`src/pkg/dps_pkg.sv`:
```
// Package: constants and types for the memory power and refresh sequencer
package dps_pkg;
    // Two-part command codes on chip select (active low) and function control
    localparam logic       CS_SEL       = 1'b0;
    localparam logic       CS_DESEL     = 1'b1;
    localparam logic       FN_READ_ACT  = 1'b1;   // first command: read-activate
    localparam logic       FN_WRITE_ACT = 1'b0;   // first command: write-activate
    localparam logic       FN_LAL       = 1'b1;   // second command: lower address latch
    localparam logic       FN_REF       = 1'b0;   // second command: refresh / mode load
    // Extended mode load selects
    localparam logic [1:0] BANK_REGULAR = 2'h0;
    localparam logic [1:0] BANK_EXT     = 2'h1;
    localparam int         DLL_BIT      = 0;
    // Timing in the clock domain
    localparam int         CLK_PERIOD_PS        = 20000;
    localparam int         REFRESH_INTERVAL_PS  = 3900000;
    localparam int         REFRESH_INTERVAL_CYC = REFRESH_INTERVAL_PS / CLK_PERIOD_PS;
    localparam int         REFRESH_CYCLE_CL4    = 19;
    localparam int         WRITE_EXTRA_CYC      = 2;
    localparam int         REFRESH_AVG_WINDOW   = 8;
    localparam int         CNT_W                = 16;
    // Software register offsets
    localparam logic [3:0] REG_CTRL       = 4'h0;
    localparam logic [3:0] REG_STATUS     = 4'h1;
    localparam logic [3:0] REG_CMD        = 4'h2;
    localparam logic [3:0] REG_T_REFC     = 4'h3;
    localparam logic [3:0] REG_T_PDA      = 4'h4;
    localparam logic [3:0] REG_T_LOCK     = 4'h5;
    localparam logic [3:0] REG_T_RSC      = 4'h6;
    localparam logic [3:0] REG_T_WINDOW   = 4'h7;
    localparam logic [3:0] REG_T_CKD      = 4'h8;
    localparam logic [3:0] REG_LAT        = 4'h9;
    localparam logic [3:0] REG_EXT_DATA   = 4'hA;
    // Command register codes
    localparam logic [2:0] OP_NONE      = 3'h0;
    localparam logic [2:0] OP_READ      = 3'h1;
    localparam logic [2:0] OP_WRITE     = 3'h2;
    localparam logic [2:0] OP_REFRESH   = 3'h3;
    localparam logic [2:0] OP_MODE      = 3'h4;
    localparam logic [2:0] OP_EXT_MODE  = 3'h5;
    localparam logic [2:0] OP_POWERDOWN = 3'h6;
    localparam logic [2:0] OP_SELFREF   = 3'h7;
    // Reset values
    localparam logic [15:0] T_REFC_RST   = 16'h0013;
    localparam logic [15:0] T_PDA_RST    = 16'h0004;
    localparam logic [15:0] T_LOCK_RST   = 16'h00C8;
    localparam logic [15:0] T_RSC_RST    = 16'h0004;
    localparam logic [15:0] T_WINDOW_RST = 16'h0002;
    localparam logic [15:0] T_CKD_RST    = 16'h0004;
    localparam logic [15:0] LAT_RST      = 16'h0024; // burst/2=2, read latency=4
    typedef enum logic [2:0] {
        DPS_IDLE  = 3'b000,
        DPS_FIRST = 3'b001,
        DPS_SECND = 3'b011,
        DPS_PDOWN = 3'b010,
        DPS_SREF  = 3'b110,
        DPS_WAIT  = 3'b111
    } dps_state_t;
endpackage

```
`src/logic/dps_ctrl.sv`:
```
// Host sequencer: two-part commands, power-down, self-refresh and refresh pacing
//
// Local design decisions: the address-and-strobe port and the address map.
`timescale 1ns/10ps
`default_nettype none
// ==========================================================
module dps_ctrl
    import dps_pkg::*;
#(
    parameter int REFRESH_INTERVAL = REFRESH_INTERVAL_CYC
) (
    input  wire logic        clk_sys,
    input  wire logic        rst_b,
    input  wire logic [3:0]  reg_addr,
    input  wire logic [31:0] reg_wdata,
    input  wire logic        reg_wr,
    input  wire logic        reg_rd,
    output logic      [31:0] reg_rdata,
    output logic             mem_clk_en,
    output logic             chip_select_n,
    output logic             function_control,
    output logic      [1:0]  bank_addr,
    output logic      [14:0] mem_addr,
    output logic             low_power_request_n,
    output logic             write_strobe_in,
    output logic             write_strobe_oe
);
    // ==========================================================
    // Software registers
    logic [2:0]  op_r;
    logic        op_pend_r;
    logic [14:0] cmd_upper_r;
    logic [14:0] cmd_lower_r;
    logic [1:0]  cmd_bank_r;
    logic [15:0] t_refc_r, t_pda_r, t_lock_r, t_rsc_r, t_window_r, t_ckd_r, lat_r;
    logic [14:0] ext_data_r;
    logic        auto_ref_en_r;
    logic        clk_stop_r;
    logic        op_taken;
    logic [31:0] rdata_nxt;

    wire [3:0] read_lat  = lat_r[3:0];
    // Write latency follows read latency, one cycle shorter
    wire [3:0] write_lat = lat_r[3:0] - 4'h1;
    wire [3:0] half_bl   = lat_r[7:4];

    // New timing values affect holds loaded after the write; t_pda_r and half_bl are also compared live against refi_r and burst_r
    always_ff @(posedge clk_sys or negedge rst_b) begin
        if (!rst_b) begin
            t_refc_r      <= T_REFC_RST;
            t_pda_r       <= T_PDA_RST;
            t_lock_r      <= T_LOCK_RST;
            t_rsc_r       <= T_RSC_RST;
            t_window_r    <= T_WINDOW_RST;
            t_ckd_r       <= T_CKD_RST;
            lat_r         <= LAT_RST;
            ext_data_r    <= 15'h0000;
            auto_ref_en_r <= 1'b0;
            clk_stop_r    <= 1'b0;
            cmd_upper_r   <= 15'h0000;
            cmd_lower_r   <= 15'h0000;
            cmd_bank_r    <= 2'h0;
        end else if (reg_wr) begin
            unique case (reg_addr)
                REG_CTRL: begin
                    auto_ref_en_r <= reg_wdata[0];
                    clk_stop_r    <= reg_wdata[1];
                end
                REG_CMD: begin
                    // Address fields of a pending command must not move under it
                    if (!op_pend_r) begin
                        cmd_upper_r <= reg_wdata[18:4];
                        cmd_lower_r <= {8'h00, reg_wdata[25:19]};
                        cmd_bank_r  <= reg_wdata[27:26];
                    end
                end
                REG_T_REFC:   t_refc_r   <= reg_wdata[15:0];
                REG_T_PDA:    t_pda_r    <= reg_wdata[15:0];
                REG_T_LOCK:   t_lock_r   <= reg_wdata[15:0];
                REG_T_RSC:    t_rsc_r    <= reg_wdata[15:0];
                REG_T_WINDOW: t_window_r <= reg_wdata[15:0];
                REG_T_CKD:    t_ckd_r    <= reg_wdata[15:0];
                REG_LAT:      lat_r      <= reg_wdata[15:0];
                // DLL switch forced to enabled for normal operation
                REG_EXT_DATA: ext_data_r <= {reg_wdata[14:1], 1'b0};
                default: ;
            endcase
        end
    end

    // Command request; pending flag set by software wins over completion
    always_ff @(posedge clk_sys or negedge rst_b) begin
        if (!rst_b) begin
            op_r      <= OP_NONE;
            op_pend_r <= 1'b0;
        end else if (reg_wr && reg_addr == REG_CMD && !op_pend_r) begin
            // A no-op word is the wake-up order, so it only counts while the pin is low
            op_r      <= reg_wdata[2:0];
            op_pend_r <= reg_wdata[2:0] != OP_NONE || !low_power_request_n;
        end else if (op_taken || (op_r == OP_NONE && low_power_request_n)) begin
            // The wake-up order retires once the pin is back high
            op_pend_r <= 1'b0;
        end
    end

    // ==========================================================
    // Timing counters
    dps_state_t  state_r;
    logic [2:0]  cur_op_r;
    logic [15:0] gap_r;        // general next-command hold
    logic [15:0] lock_r;       // DLL lock, gates reads
    logic [15:0] lowp_hold_r;  // power request must stay high
    logic [15:0] mode_gap_r;   // data burst to mode load
    logic [15:0] ckd_r;
    logic [15:0] win_r;
    logic [15:0] refi_r;
    logic        dll_need_r;
    logic [3:0]  burst_r;
    logic        ref_due;
    logic        is_first;
    logic        done_refc;
    logic        sref_exit;

    // A due refresh still waits out the hold of the command before it
    assign ref_due  = auto_ref_en_r && refi_r == 16'h0000 && gap_r == 16'h0000;
    assign op_taken = state_r == DPS_IDLE && op_pend_r && gap_r == 16'h0000 && !ref_due
                      && op_r != OP_NONE
                      && !(op_r == OP_READ && lock_r != 16'h0000)
                      && !((op_r == OP_MODE || op_r == OP_EXT_MODE) && mode_gap_r != 16'h0000)
                      && !((op_r == OP_POWERDOWN || op_r == OP_SELFREF) && lowp_hold_r != 16'h0000);
    assign is_first = state_r == DPS_FIRST;
    assign done_refc = state_r == DPS_WAIT && gap_r == 16'h0000;
    // Wake-up from self-refresh only once the clock has run again for a cycle
    assign sref_exit = state_r == DPS_SREF && op_pend_r && op_r == OP_NONE && !clk_stop_r && mem_clk_en;

    always_ff @(posedge clk_sys or negedge rst_b) begin
        if (!rst_b) begin
            state_r  <= DPS_IDLE;
            cur_op_r <= OP_NONE;
        end else begin
            unique case (state_r)
                DPS_IDLE: begin
                    if (ref_due) begin
                        state_r  <= DPS_FIRST;
                        cur_op_r <= OP_REFRESH;
                    end else if (op_taken) begin
                        cur_op_r <= op_r;
                        state_r  <= op_r == OP_POWERDOWN ? DPS_PDOWN : DPS_FIRST;
                    end
                end
                DPS_FIRST: state_r <= DPS_SECND;
                DPS_SECND: state_r <= cur_op_r == OP_SELFREF ? DPS_SREF : DPS_IDLE;
                DPS_PDOWN: begin
                    // Leave on software request or before refresh interval runs out
                    if (op_pend_r && op_r == OP_NONE || refi_r < {t_pda_r[14:0], 1'b0})
                        state_r <= DPS_IDLE;
                end
                DPS_SREF: begin
                    // Exit waits for a running clock, never for a clock just restarted
                    if (sref_exit) begin
                        state_r  <= DPS_WAIT;
                        cur_op_r <= OP_NONE;
                    end
                end
                DPS_WAIT: begin
                    if (done_refc) begin
                        state_r  <= DPS_FIRST;
                        cur_op_r <= OP_REFRESH;
                    end
                end
                default: state_r <= DPS_IDLE;
            endcase
        end
    end

    always_ff @(posedge clk_sys or negedge rst_b) begin
        if (!rst_b) begin
            gap_r <= 16'h0000;
        end else if (state_r == DPS_SECND && (cur_op_r == OP_REFRESH || cur_op_r == OP_SELFREF)) begin
            gap_r <= t_refc_r;
        end else if (state_r == DPS_SECND && (cur_op_r == OP_MODE || cur_op_r == OP_EXT_MODE)) begin
            gap_r <= t_rsc_r;
        end else if (state_r == DPS_PDOWN) begin
            // Reloaded every power-down cycle so the full count starts when the pin rises
            gap_r <= t_pda_r;
        end else if (sref_exit) begin
            gap_r <= t_refc_r;
        end else if (gap_r != 16'h0000) begin
            gap_r <= gap_r - 16'h0001;
        end
    end

    always_ff @(posedge clk_sys or negedge rst_b) begin
        if (!rst_b) begin
            lock_r     <= 16'h0000;
            dll_need_r <= 1'b1;
        end else if (state_r == DPS_SECND && cur_op_r == OP_EXT_MODE && dll_need_r) begin
            lock_r     <= t_lock_r;
            dll_need_r <= 1'b0;
        end else if (sref_exit) begin
            // The DLL has to lock again after self-refresh before any read
            lock_r <= t_lock_r;
        end else if (lock_r != 16'h0000) begin
            lock_r <= lock_r - 16'h0001;
        end
    end

    // Data-burst holds, loaded at the address-latch command
    always_ff @(posedge clk_sys or negedge rst_b) begin
        if (!rst_b) begin
            lowp_hold_r <= 16'h0000;
            mode_gap_r  <= 16'h0000;
        end else if (state_r == DPS_SECND && cur_op_r == OP_READ) begin
            lowp_hold_r <= {12'h000, read_lat + half_bl};
            mode_gap_r  <= {12'h000, read_lat + half_bl};
        end else if (state_r == DPS_SECND && cur_op_r == OP_WRITE) begin
            lowp_hold_r <= {12'h000, write_lat + 4'(WRITE_EXTRA_CYC)};
            mode_gap_r  <= {12'h000, write_lat + half_bl};
        end else begin
            if (lowp_hold_r != 16'h0000)
                lowp_hold_r <= lowp_hold_r - 16'h0001;
            if (mode_gap_r != 16'h0000)
                mode_gap_r <= mode_gap_r - 16'h0001;
        end
    end

    // Refresh pacing: interval fixed at the average, so eight never bunch up
    // Held still in self-refresh, where the device keeps its own refresh timer
    always_ff @(posedge clk_sys or negedge rst_b) begin
        if (!rst_b) begin
            refi_r <= 16'(REFRESH_INTERVAL);
        end else if (state_r == DPS_SECND && (cur_op_r == OP_REFRESH || cur_op_r == OP_SELFREF)) begin
            refi_r <= 16'(REFRESH_INTERVAL);
        end else if (refi_r != 16'h0000 && state_r != DPS_SREF) begin
            refi_r <= refi_r - 16'h0001;
        end
    end

    // Self-refresh entry: request low inside window, clock held afterwards
    always_ff @(posedge clk_sys or negedge rst_b) begin
        if (!rst_b) begin
            win_r <= 16'h0000;
            ckd_r <= 16'h0000;
        end else if (state_r == DPS_SECND && cur_op_r == OP_SELFREF) begin
            win_r <= t_window_r;
            ckd_r <= t_ckd_r;
        end else begin
            if (win_r != 16'h0000)
                win_r <= win_r - 16'h0001;
            if (ckd_r != 16'h0000)
                ckd_r <= ckd_r - 16'h0001;
        end
    end

    // ==========================================================
    // Pin drive
    always_ff @(posedge clk_sys or negedge rst_b) begin
        if (!rst_b) begin
            chip_select_n       <= CS_DESEL;
            function_control    <= 1'b1;
            bank_addr           <= 2'h0;
            mem_addr            <= 15'h0000;
            low_power_request_n <= 1'b1;
            mem_clk_en          <= 1'b1;
        end else begin
            // Deselect by default on every cycle outside the two command parts
            chip_select_n    <= CS_DESEL;
            function_control <= 1'b1;
            if (is_first) begin
                chip_select_n    <= CS_SEL;
                function_control <= (cur_op_r == OP_READ || cur_op_r == OP_MODE
                                     || cur_op_r == OP_EXT_MODE) ? FN_READ_ACT : FN_WRITE_ACT;
                bank_addr        <= cur_op_r == OP_EXT_MODE ? BANK_EXT
                                    : cur_op_r == OP_MODE ? BANK_REGULAR : cmd_bank_r;
                mem_addr         <= cur_op_r == OP_EXT_MODE ? ext_data_r : cmd_upper_r;
            end else if (state_r == DPS_SECND) begin
                chip_select_n    <= CS_SEL;
                function_control <= (cur_op_r == OP_READ || cur_op_r == OP_WRITE) ? FN_LAL : FN_REF;
                mem_addr         <= cmd_lower_r;
            end
            // Request low in power-down while no wake-up order and the interval allows, or with the second part of self-refresh
            if (state_r == DPS_PDOWN && !(op_pend_r && op_r == OP_NONE)
                && refi_r >= {t_pda_r[14:0], 1'b0})
                low_power_request_n <= 1'b0;
            else if (state_r == DPS_SECND && cur_op_r == OP_SELFREF)
                low_power_request_n <= 1'b0;
            else if (state_r != DPS_SREF)
                low_power_request_n <= 1'b1;
            else if (sref_exit)
                low_power_request_n <= 1'b1;
            // Clock may stop only in self-refresh after the hold period
            mem_clk_en <= !(state_r == DPS_SREF && clk_stop_r && ckd_r == 16'h0000);
        end
    end

    // Write strobe: toggles for every write burst beat regardless of masks
    always_ff @(posedge clk_sys or negedge rst_b) begin
        if (!rst_b) begin
            burst_r <= 4'h0;
        end else if (state_r == DPS_SECND && cur_op_r == OP_WRITE) begin
            burst_r <= write_lat + half_bl;
        end else if (burst_r != 4'h0) begin
            burst_r <= burst_r - 4'h1;
        end
    end

    always_ff @(posedge clk_sys or negedge rst_b) begin
        if (!rst_b) begin
            write_strobe_in <= 1'b0;
            write_strobe_oe <= 1'b0;
        end else begin
            write_strobe_oe <= burst_r != 4'h0 && burst_r <= half_bl;
            write_strobe_in <= burst_r != 4'h0 && burst_r <= half_bl && !write_strobe_in;
        end
    end

    // ==========================================================
    // Read port
    // Data is zero outside the cycle after a read strobe
    always_comb begin
        rdata_nxt = 32'h0000_0000;
        unique case (reg_addr)
            REG_CTRL:     rdata_nxt = {30'h0000_0000, clk_stop_r, auto_ref_en_r};
            REG_STATUS:   rdata_nxt = {22'h00_0000, lock_r != 16'h0000, gap_r != 16'h0000,
                                       dll_need_r, op_pend_r, 1'b0, state_r, !low_power_request_n,
                                       win_r != 16'h0000};
            REG_CMD:      rdata_nxt = {29'h0000_0000, op_r};
            REG_T_REFC:   rdata_nxt = {16'h0000, t_refc_r};
            REG_T_PDA:    rdata_nxt = {16'h0000, t_pda_r};
            REG_T_LOCK:   rdata_nxt = {16'h0000, t_lock_r};
            REG_T_RSC:    rdata_nxt = {16'h0000, t_rsc_r};
            REG_T_WINDOW: rdata_nxt = {16'h0000, t_window_r};
            REG_T_CKD:    rdata_nxt = {16'h0000, t_ckd_r};
            REG_LAT:      rdata_nxt = {16'h0000, lat_r};
            REG_EXT_DATA: rdata_nxt = {17'h0_0000, ext_data_r};
            default:      rdata_nxt = 32'h0000_0000;
        endcase
    end

    always_ff @(posedge clk_sys or negedge rst_b) begin
        if (!rst_b)
            reg_rdata <= 32'h0000_0000;
        else
            reg_rdata <= reg_rd ? rdata_nxt : 32'h0000_0000;
    end
endmodule
`default_nettype wire

```
`config.mk`:
```
export PLATFORM = sky130hd
export DESIGN_NAME = dps_ctrl
export DESIGN_NICKNAME = d
export VERILOG_FILES = /design/src/pkg/dps_pkg.sv /design/src/logic/dps_ctrl.sv
export SDC_FILE = /design/constraint.sdc
export NUM_CORES = 1
export LEC_CHECK = 0
export BUFFER_PORTS_ARGS = -buffer_cell sky130_fd_sc_hd__clkbuf_2
export CORE_ASPECT_RATIO = 1.1
export CORE_MARGIN = 1.5
export CORE_UTILIZATION = 23
export CTS_CLUSTER_SIZE = 8
export DETAILED_ROUTE_END_ITERATION = 10
export GPL_ROUTABILITY_DRIVEN = 0
export PLACE_DENSITY = 0.38
export SETUP_SLACK_MARGIN = 0.4
export SYNTH_ARGS = -nofsm -noshare
export SYNTH_HDL_FRONTEND = slang
export SYNTH_SLANG_ARGS = --single-unit
```
`constraint.sdc`:
```
create_clock -name clk_sys -period 5.1 [get_ports clk_sys]
set_input_delay 0.51 -clock clk_sys [delete_from_list [all_inputs] [get_ports clk_sys]]
set_output_delay 0.51 -clock clk_sys [all_outputs]
set_load 0.05 [all_outputs]
```
==> Yosys cells after proc, flatten, opt, wreduce, memory -nomap -nowiden <==
Cells that the tools add are included.
{ "totals": {"regBits": 334, "latch_bits": 0, "mem_bits_rw": 0, "romBits": 0, "out_inout_bits": 55, "word_cells": 231, "n_memories": 0} }
{ "op_classes": {"n_addsub": 12, "n_mul": 0, "div_mod_pow": 0, "order_cmp": 3, "n_eq_ne": 31, "shift": 0, "mux": 54, "bitwise": 1, "reduce_logical": 95} }
{ "ops": {"columns": ["operator", "n"], "rows": [
  ["two-way mux 16 bit", 20],
  ["one-hot mux 16 bit (11 select lines)", 1],
  ["nonzero test 16 bit", 7],
  ["subtractor 16 x 1 -> 16 bit (second input constant)", 7],
  ["logical NOT 16 bit", 3],
  ["two-way mux 15 bit", 3],
  ["logical AND 1 bit", 35],
  ["two-way mux 32 bit", 1],
  ["two-way mux 3 bit", 10],
  ["== test 3 bit (second input constant)", 9],
  ["one-hot mux 3 bit (6 select lines)", 1],
  ["AND reduction 2 bit", 9],
  ["nonzero test 3 bit", 6],
  ["== test 4 x 3 -> 1 bit (second input constant)", 4],
  ["greater-or-equal comparator 16 bit", 1],
  ["< comparator 16 bit", 1],
  ["== test 3 x 2 -> 1 bit (second input constant)", 4],
  ["== test 4 bit (second input constant)", 3],
  ["two-way mux 1 bit", 12],
  ["nonzero test 2 bit", 6],
  ["logical NOT 1 bit", 10],
  ["logical OR 1 bit", 10],
  ["== test 3 x 1 -> 1 bit (second input constant)", 3],
  ["one-hot mux 3 bit (3 select lines)", 1],
  ["other kinds (17)", 29]
]} }

==> Depth between registers and ports, before layout <==
Gate-level depths: netlist of run 1.
{ "logic_depth": {"ltp_word": 12, "depth_mapped": 10, "mapped_depth_nobuf": 10} }

==> Worst setup path before layout of run 1 <==
No wires, ideal clock.
{ "synth_path": {"path_type": "register to register", "startpoint": "reg gap_r[0]", "endpoint": "reg state_r[1]", "setup_time_ps": 128, "arrival_ps": 2405, "path_slack_ps": 2568, "path_stages_with_launch": 10, "path_cell_list": "dfrtp_1 inv_1 ha_1 or4b_1 nor4_4 nand3_2 a2111oi_4 nor3_2 nor2_2 mux2_1"} }
{ "synth_between": {"elab_chain_cells": 10, "word_cells_on_any_way": 15, "classes_between": "eq/ne (2); mux (2); reduce/logical (11)"} }
{ "synth_lines": {"columns": ["item", "line", "rtl"], "rows": [
  ["start, declared", "dps_ctrl.sv:110", "logic [15:0] gap_r;"],
  ["start signal, assigned", "dps_ctrl.sv:180", "gap_r <= t_refc_r;"],
  ["start signal, assigned", "dps_ctrl.sv:182", "gap_r <= t_rsc_r;"],
  ["start signal, assigned", "dps_ctrl.sv:185", "gap_r <= t_pda_r;"],
  ["logical NOT 16 bit (*)", "dps_ctrl.sv:125, dps_ctrl.sv:126, dps_ctrl.sv:132", null],
  ["logical AND 1 bit", "dps_ctrl.sv:125", "assign ref_due = auto_ref_en_r && refi_r == 16'h0000 && gap_r == 16'h0000;"],
  ["logical NOT 1 bit", "dps_ctrl.sv:126", "assign op_taken = state_r == DPS_IDLE && op_pend_r && gap_r == 16'h0000 && !ref_due"],
  ["logical AND 1 bit", "dps_ctrl.sv:126", null],
  ["logical AND 1 bit", "dps_ctrl.sv:127", "&& op_r != OP_NONE"],
  ["logical AND 1 bit", "dps_ctrl.sv:128", "&& !(op_r == OP_READ && lock_r != 16'h0000)"],
  ["logical AND 1 bit", "dps_ctrl.sv:129", "&& !((op_r == OP_MODE || op_r == OP_EXT_MODE) && mode_gap_r != 16'h0000)"],
  ["logical AND 1 bit", "dps_ctrl.sv:130", "&& !((op_r == OP_POWERDOWN || op_r == OP_SELFREF) && lowp_hold_r != 16'h0000);"],
  ["!= test 3 bit (no source line)", null, null],
  ["AND reduction 4 bit (no source line)", null, null],
  ["end signal, assigned", "dps_ctrl.sv:148", "state_r <= op_r == OP_POWERDOWN ? DPS_PDOWN : DPS_FIRST;"],
  ["end signal, assigned", "dps_ctrl.sv:152", "DPS_SECND: state_r <= cur_op_r == OP_SELFREF ? DPS_SREF : DPS_IDLE;"],
  ["end, declared", "dps_ctrl.sv:108", "dps_state_t state_r;"]
]} }
Mark *: on every way between the ends. The rest lies on a longest branch, timed or not.
A chain may end at the register's enable or synchronous reset.

==> Worst setup path after layout of run 1 <==
{ "layout_path": {"startpoint": "reg state_r[0]", "endpoint": "reg mode_gap_r[1]"} }
{ "layout_between": {"elab_chain_cells": 4, "word_cells_on_any_way": 6, "classes_between": "eq/ne (1); mux (2); reduce/logical (3)"} }
{ "layout_lines": {"columns": ["item", "line", "rtl"], "rows": [
  ["== test 3 x 2 -> 1 bit (*)", "dps_ctrl.sv:213, dps_ctrl.sv:216", null],
  ["logical AND 1 bit", "dps_ctrl.sv:216", "end else if (state_r == DPS_SECND && cur_op_r == OP_WRITE) begin"],
  ["two-way mux 16 bit", "dps_ctrl.sv:216", null],
  ["two-way mux 16 bit", "dps_ctrl.sv:213", "end else if (state_r == DPS_SECND && cur_op_r == OP_READ) begin"],
  ["end signal, assigned", "dps_ctrl.sv:215", "mode_gap_r <= {12'h000, read_lat + half_bl};"],
  ["end signal, assigned", "dps_ctrl.sv:218", "mode_gap_r <= {12'h000, write_lat + half_bl};"],
  ["end signal, assigned", "dps_ctrl.sv:223", "mode_gap_r <= mode_gap_r - 16'h0001;"],
  ["end, declared", "dps_ctrl.sv:113", "logic [15:0] mode_gap_r;"]
]} }
Marked as above.

==> results.toml, run 1 <==
[outcome]
outcome = "finished clean"

[timing]
drv_slew = 0
finalSetupTns_ns = 0
hold_viol = 0
whs_ns = 0.161
timing.fmax_mhz = 313
rsz0062_at_grt = "no"
finalSetupViolCount = 0
finClkSkew_ns = 0.0295
fin_crit_ns = 3.20
timing.final.crit_share = 0.627
maxSlewHeadroom = 0.307
tightest_slew_ns = 1.04

[pwr]
pwr_density_cell_nw_per_um2 = 526
pwr-share-seq = 0.420
switching_share = 0.369
p_clk_frac = 0.295
leakagePower_nw = 7.98
p_int_w = 0.00627
vdd_drop_max_v = 0.000236
combPwrFrac = 0.285
power_switching_w = 0.00367

[cells_and_area]
mostFrequentLayoutCell = "dfrtp_1"
area_growth_pct = 17.3
mostFrequentLayoutCells = "dfrtp_1 (297), nand2_1 (156), mux2_2 (156)"
nNetsFinal = 1690
drive_above_1_share = 0.212
nFillCells = 7484

[cts]
tritoncts = "done"
cts_buffer_depth = 3
cts_buffers = 46
cts-hold-fix-buffers = 1
clkLatencyLatePin_ns = 0.59
htreeDepth = 2
clkTransAtPathRegs_ns = 0.05
ctsRootBufferMaster = "clkbuf_16"
cts_setup_buffers = 0
cts_resized = 0
cts.sinks = 318

[yosys]
ys_seq_elements = 318
netlist_area_um2 = 16100
synth_fa_ha_area_frac = 0.0335
avgSynthCellArea_um2 = 10.5
synth_compound_area_frac = 0.122
syn_inst = 1532
synth-simple-area-share = 0.143
ys_warn_count = 0
synth_top_family_by_area = "simple AND/OR/NAND/NOR gates"
ys_types = 71
synth_edf_count = 0
yosysSeqAreaShare = 0.495
async_reset_ff_frac = 1.00
synth-xor-area-share = 0.0527
synth_mux_area_frac = 0.118
synthFlopType = "dfrtp_1"

[grt]
grt_pass1_vias = 12478
antenna_found_initial = 3
grt_max_degree = 138
gr-usage-all-layers = 0.151
overflow = 0
grt_pass1_wl_um = 82100

[placed_design]
port-buffer-count = 74
hpwl_um = 38000

[critical_path]
crit_required_ns = 5.57
crit_start = "state_r[0]"
arrival_ns = 3.66
critPathKind = "reg2reg"
endpoint_kind = "flop"
startpoint_type = "flop"
worst-path-max-fanout = 27
r2r_start = "state_r[0]"

[routing]
drtPass1Iterations = 7
routed_wl_um = 54100
initialDrtViolationCount = 863
wire_per_inst_um = 21.0
vias = 12163
drtAntennaViolNets = 0
viasPerCell = 4.73
route.detailed.drc = 0

[floorplanning]
die_h_um = 281
initial_core_util = 0.233
core-area_um2 = 69300
die_area_um2 = 71700
io_pins = 95
die_x_um = 255
fp-row-count = 101

[hold_path]
min-delay-start = "reg_wdata[19]"
hp-class = "in2reg"

[job]
cap_viol_max_count = 0
routing by layer:
layer / GRT usage / vias up / wire length, µm / part of all wire
met2: 0.245 / 272 / 25000 / 0.46
met1: 0.207 / 6154 / 25700 / 0.47
li1: - / 5663 / - / -
met3: 0.0198 / 74 / 2040 / 0.038
met4: 0.0473 / 0 / 1340 / 0.025
met5: 0 / - / 0 / 0
synthesized netlist by cell type (33+ instances only):
cell type  number  share of area
nor2_1        116          0.027
mux2_2        156           0.11
ha_1           40          0.031
xnor2_1        64          0.035
nand3_1        37          0.011
dfrtp_1       297           0.46
clkbuf_1       54          0.013
o21ai_0        73          0.023
nor3_1         50          0.016
nand2_1       156          0.036
inv_1          50          0.012
a21oi_1        66          0.020
xor2_1         33          0.018
power groups by stage:
| stage | clock [W] | combinational (W) | sequential (W) |
|---|---|---|---|
| after global placement | 0 | 0.00282 | 0.00421 |
| after detailed placement | 0 | 0.00286 | 0.00422 |
| after CTS | 0.00303 | 0.00288 | 0.00419 |
| after global routing | 0.00313 | 0.00319 | 0.00429 |
| after floorplan | 0 | 0.00196 | 0.00415 |
| final | 0.00293 | 0.00284 | 0.00418 |
worst max-delay path, stage by stage (launching register included):
cell and delay [ns]:
dfrtp_1 0.61, nor2b_1 0.48, nand3_1 0.20, or3_1 0.49, nand2_1 0.81, o221ai_1 0.28, nor2_1 0.15, a21oi_1 0.05
cell families (layout without fill, tap and decap cells):
family / count (synthesis) / in the layout
AO/OA/AOI/OAI: 293 / 293
XOR/XNOR: 97 / 97
adder cells (fa/ha/maj): 42 / 42
buffers and inverters: 132 / 229
flip-flops: 318 / 318
multiplexers: 171 / 171
other: 1 / 19
AND/OR/NAND/NOR: 478 / 478
through the flow:
step,std cells,instance area [µm²],util,total power (W),setup slack (ns)
6_report,2574,18900,0.273,0.00995,1.90
5_1_grt,2571,18900,0.273,0.0106,1.69
4_1_cts,2571,18900,0.273,0.0101,1.89
3_5_place_dp,2486,17500,0.253,0.00708,1.90
3_3_place_gp,2486,17500,0.253,0.00703,1.89
2_1_floorplan,1547,16200,-,0.00611,2.57
area by class of cell:
type | count | area (µm²) | area share
Inverter | 50 | 188 | 0.00992
Antenna cell | 3 | 7.51 | 0.000397
Sequential cell | 318 | 7980 | 0.422
Tap cell | 927 | 1160 | 0.0613
Timing Repair Buffer | 95 | 566 | 0.0299
Clock inverter | 4 | 67.6 | 0.00357
Multi-Input combinational cell | 1097 | 7660 | 0.405
Clock buffer | 80 | 1290 | 0.0681
final timing paths:
| kind | endpoint | slack (ns) | cells past startpoint |
|---|---|---|---|
| hold reg to reg | write_strobe_in | 0.43 | 1 |
| setup reg to reg | mode_gap_r[1] | 1.90 | 7 |
| min in group asynchronous | write_strobe_oe | 0.49 | 2 |
| max in group asynchronous | win_r[9] | 3.42 | 3 |
| hold / removal | cmd_lower_r[0] | 0.16 | 2 |
| setup / recovery | mode_gap_r[1] | 1.90 | 7 |
No activity file was read; power rests on OpenSTA's default activity.
==> run 2: changes to the inputs <==
--- a/config.mk
+++ b/config.mk
@@ -12,7 +12,7 @@
 export CTS_CLUSTER_SIZE = 8
 export DETAILED_ROUTE_END_ITERATION = 10
 export GPL_ROUTABILITY_DRIVEN = 0
-export PLACE_DENSITY = 0.38
+export PLACE_DENSITY = 0.39
 export SETUP_SLACK_MARGIN = 0.4
 export SYNTH_ARGS = -nofsm -noshare
 export SYNTH_HDL_FRONTEND = slang
==> constraint.sdc (replaced) <==
create_clock -name clk_sys -period 2.7 [get_ports clk_sys]
set_input_delay 0.27 -clock clk_sys [delete_from_list [all_inputs] [get_ports clk_sys]]
set_output_delay 0.27 -clock clk_sys [all_outputs]
set_load 0.05 [all_outputs]
==> results.toml, run 2 (synthesized netlist as in run 1, its figures left out) <==
[timing]
timing.final.crit_share = 0.914
fin_crit_ns = 2.47
finalSetupTns_ns = 0
rsz0062_at_grt = "yes"
finalSetupViolCount = 0
maxSlewHeadroom = 0.443
timing.fmax_mhz = 405
hold_viol = 0
tightest_slew_ns = 0.834
finClkSkew_ns = 0.0390
drv_slew = 0

[grt]
overflow = 0
top_usage_layer = "met2"
antenna_found_initial = 4
grt_max_degree = 61
met1_usage = 0.201
gr-usage-all-layers = 0.155
grtUsageMet2 = 0.263
grt_use_met3 = 0.0223
grt_pass1_wl_um = 84000
grt_pass1_vias = 12871

[cts]
tritoncts = "done"
clkLatencyLatePin_ns = 0.59
ctsRootBufferMaster = "clkbuf_16"
clkTransAtPathRegs_ns = 0.05
htreeDepth = 2
cts.sinks = 318
cts_buffer_depth = 3
cts_buffers = 46

[critical_path]
critPathKind = "reg2reg"
crit_required_ns = 3.18
endpoint_kind = "flop"
r2r_start = "refi_r[2]"
worst-path-max-fanout = 6
startpoint_type = "flop"
crit_start = "refi_r[2]"
arrival_ns = 2.95

[routing]
drtPass1Iterations = 5
initialDrtViolationCount = 794
route.detailed.drc = 0
wire_per_inst_um = 20.8
drtAntennaViolNets = 0
viasPerCell = 4.70
routed_wl_um = 55700
vias = 12594

[pwr]
p_clk_frac = 0.287
combPwrFrac = 0.315
pwr-share-seq = 0.398
power_switching_w = 0.00724
p_int_w = 0.0124
vdd_drop_max_v = 0.000611
leakagePower_nw = 8.57
pwr_density_cell_nw_per_um2 = 977
switching_share = 0.369

[floorplanning]
fp-row-count = 101
core-area_um2 = 69300
die_h_um = 281
die_area_um2 = 71700
die_x_um = 255
initial_core_util = 0.233
io_pins = 95

[cells_and_area]
mostFrequentLayoutCells = "dfrtp_1 (293), mux2_2 (156), nand2_1 (153)"
nFillCells = 7306
nNetsFinal = 1796
drive_above_1_share = 0.280
mostFrequentLayoutCell = "dfrtp_1"
area_growth_pct = 24.5
stdcell_count = 2681
final_util = 0.290

[placed_design]
place_inst = 2556
hpwl_um = 40200
port-buffer-count = 74

[hold_path]
hp-class = "in2reg"
min-delay-start = "reg_wdata[15]"

[outcome]
outcome = "finished clean"

[job]
cap_viol_max_count = 0
run 2: cell count changes in the layout (fill, tap and decap cells not counted), sizes merged:
cell	delta
buf	+93
clkbuf	+5
dlygate4sd3	+12
diode	-1
inv	+1
clkinv	-3
run 2: power by group through the flow:
stage	logic [W]	clock network, W	registers (W)
after floorplan	0.00371	0	0.00784
after CTS	0.00612	0.00583	0.00779
after detailed placement	0.00587	0	0.00784
after global routing	0.00687	0.00604	0.00802
final	0.00617	0.00563	0.00781
after global placement	0.00579	0	0.00780
run 2: area by class of cell:
| class | count | area (µm²) | area share |
|---|---|---|---|
| flip-flops and latches | 318 | 7990 | 0.398 |
| multi-input cells | 1097 | 7890 | 0.393 |
| diodes | 2 | 5.00 | 0.000249 |
| repair buffers | 201 | 1470 | 0.0731 |
| well taps | 927 | 1160 | 0.0577 |
| inverters | 50 | 188 | 0.00934 |
| clock buffers | 84 | 1340 | 0.0665 |
| clock inverters | 2 | 50.0 | 0.00249 |
run 2: final timing paths:
path | cells after the start | slack, ns | endpoint
max reg2reg | 8 | 0.23 | cur_op_r[2]
min in group asynchronous | 2 | 0.25 | write_strobe_in
min reg2reg | 1 | 0.42 | write_strobe_in
max | 8 | 0.23 | cur_op_r[2]
max in group asynchronous | 3 | 1.60 | refi_r[1]
min | 2 | 0.07 | cmd_upper_r[11]
run 2: layer usage:
layer | share of wire | routed length [µm]
met1 | 0.45 | 25300
met2 | 0.48 | 26900
met3 | 0.034 | 1890
met4 | 0.027 | 1530
met5 | 0.00041 | 23
run 2: timing repair:
action,in CTS,in global routing
endpoints found under the setup margin,48,92
hold endpoints to repair,56,0
pin swaps,12,15
hold buffers,13,0
resized for setup,32,31
setup buffers,16,8
run 2: stage by stage:
step	area [µm²]	setup slack (ns)	hold WS, ns	total power, W
after CTS	19900	0.215	0.0500	0.0197
after global routing	20100	0.156	0.0945	0.0209
after detailed placement	18100	0.0606	0.258	0.0137
final	20100	0.232	0.0743	0.0196
after global placement	18100	0.0633	0.264	0.0136
after floorplan	16200	0.211	-0.0256	0.0115
run 2: critical path, cell delays in order, from the launching register on:
cell,delay [ns]
dfrtp_1,0.37
or4_4,0.56
or4_4,0.56
o32ai_4,0.14
a2111oi_4,0.08
buf_4,0.17
a211oi_4,0.30
nand2_1,0.09
o31ai_1,0.08
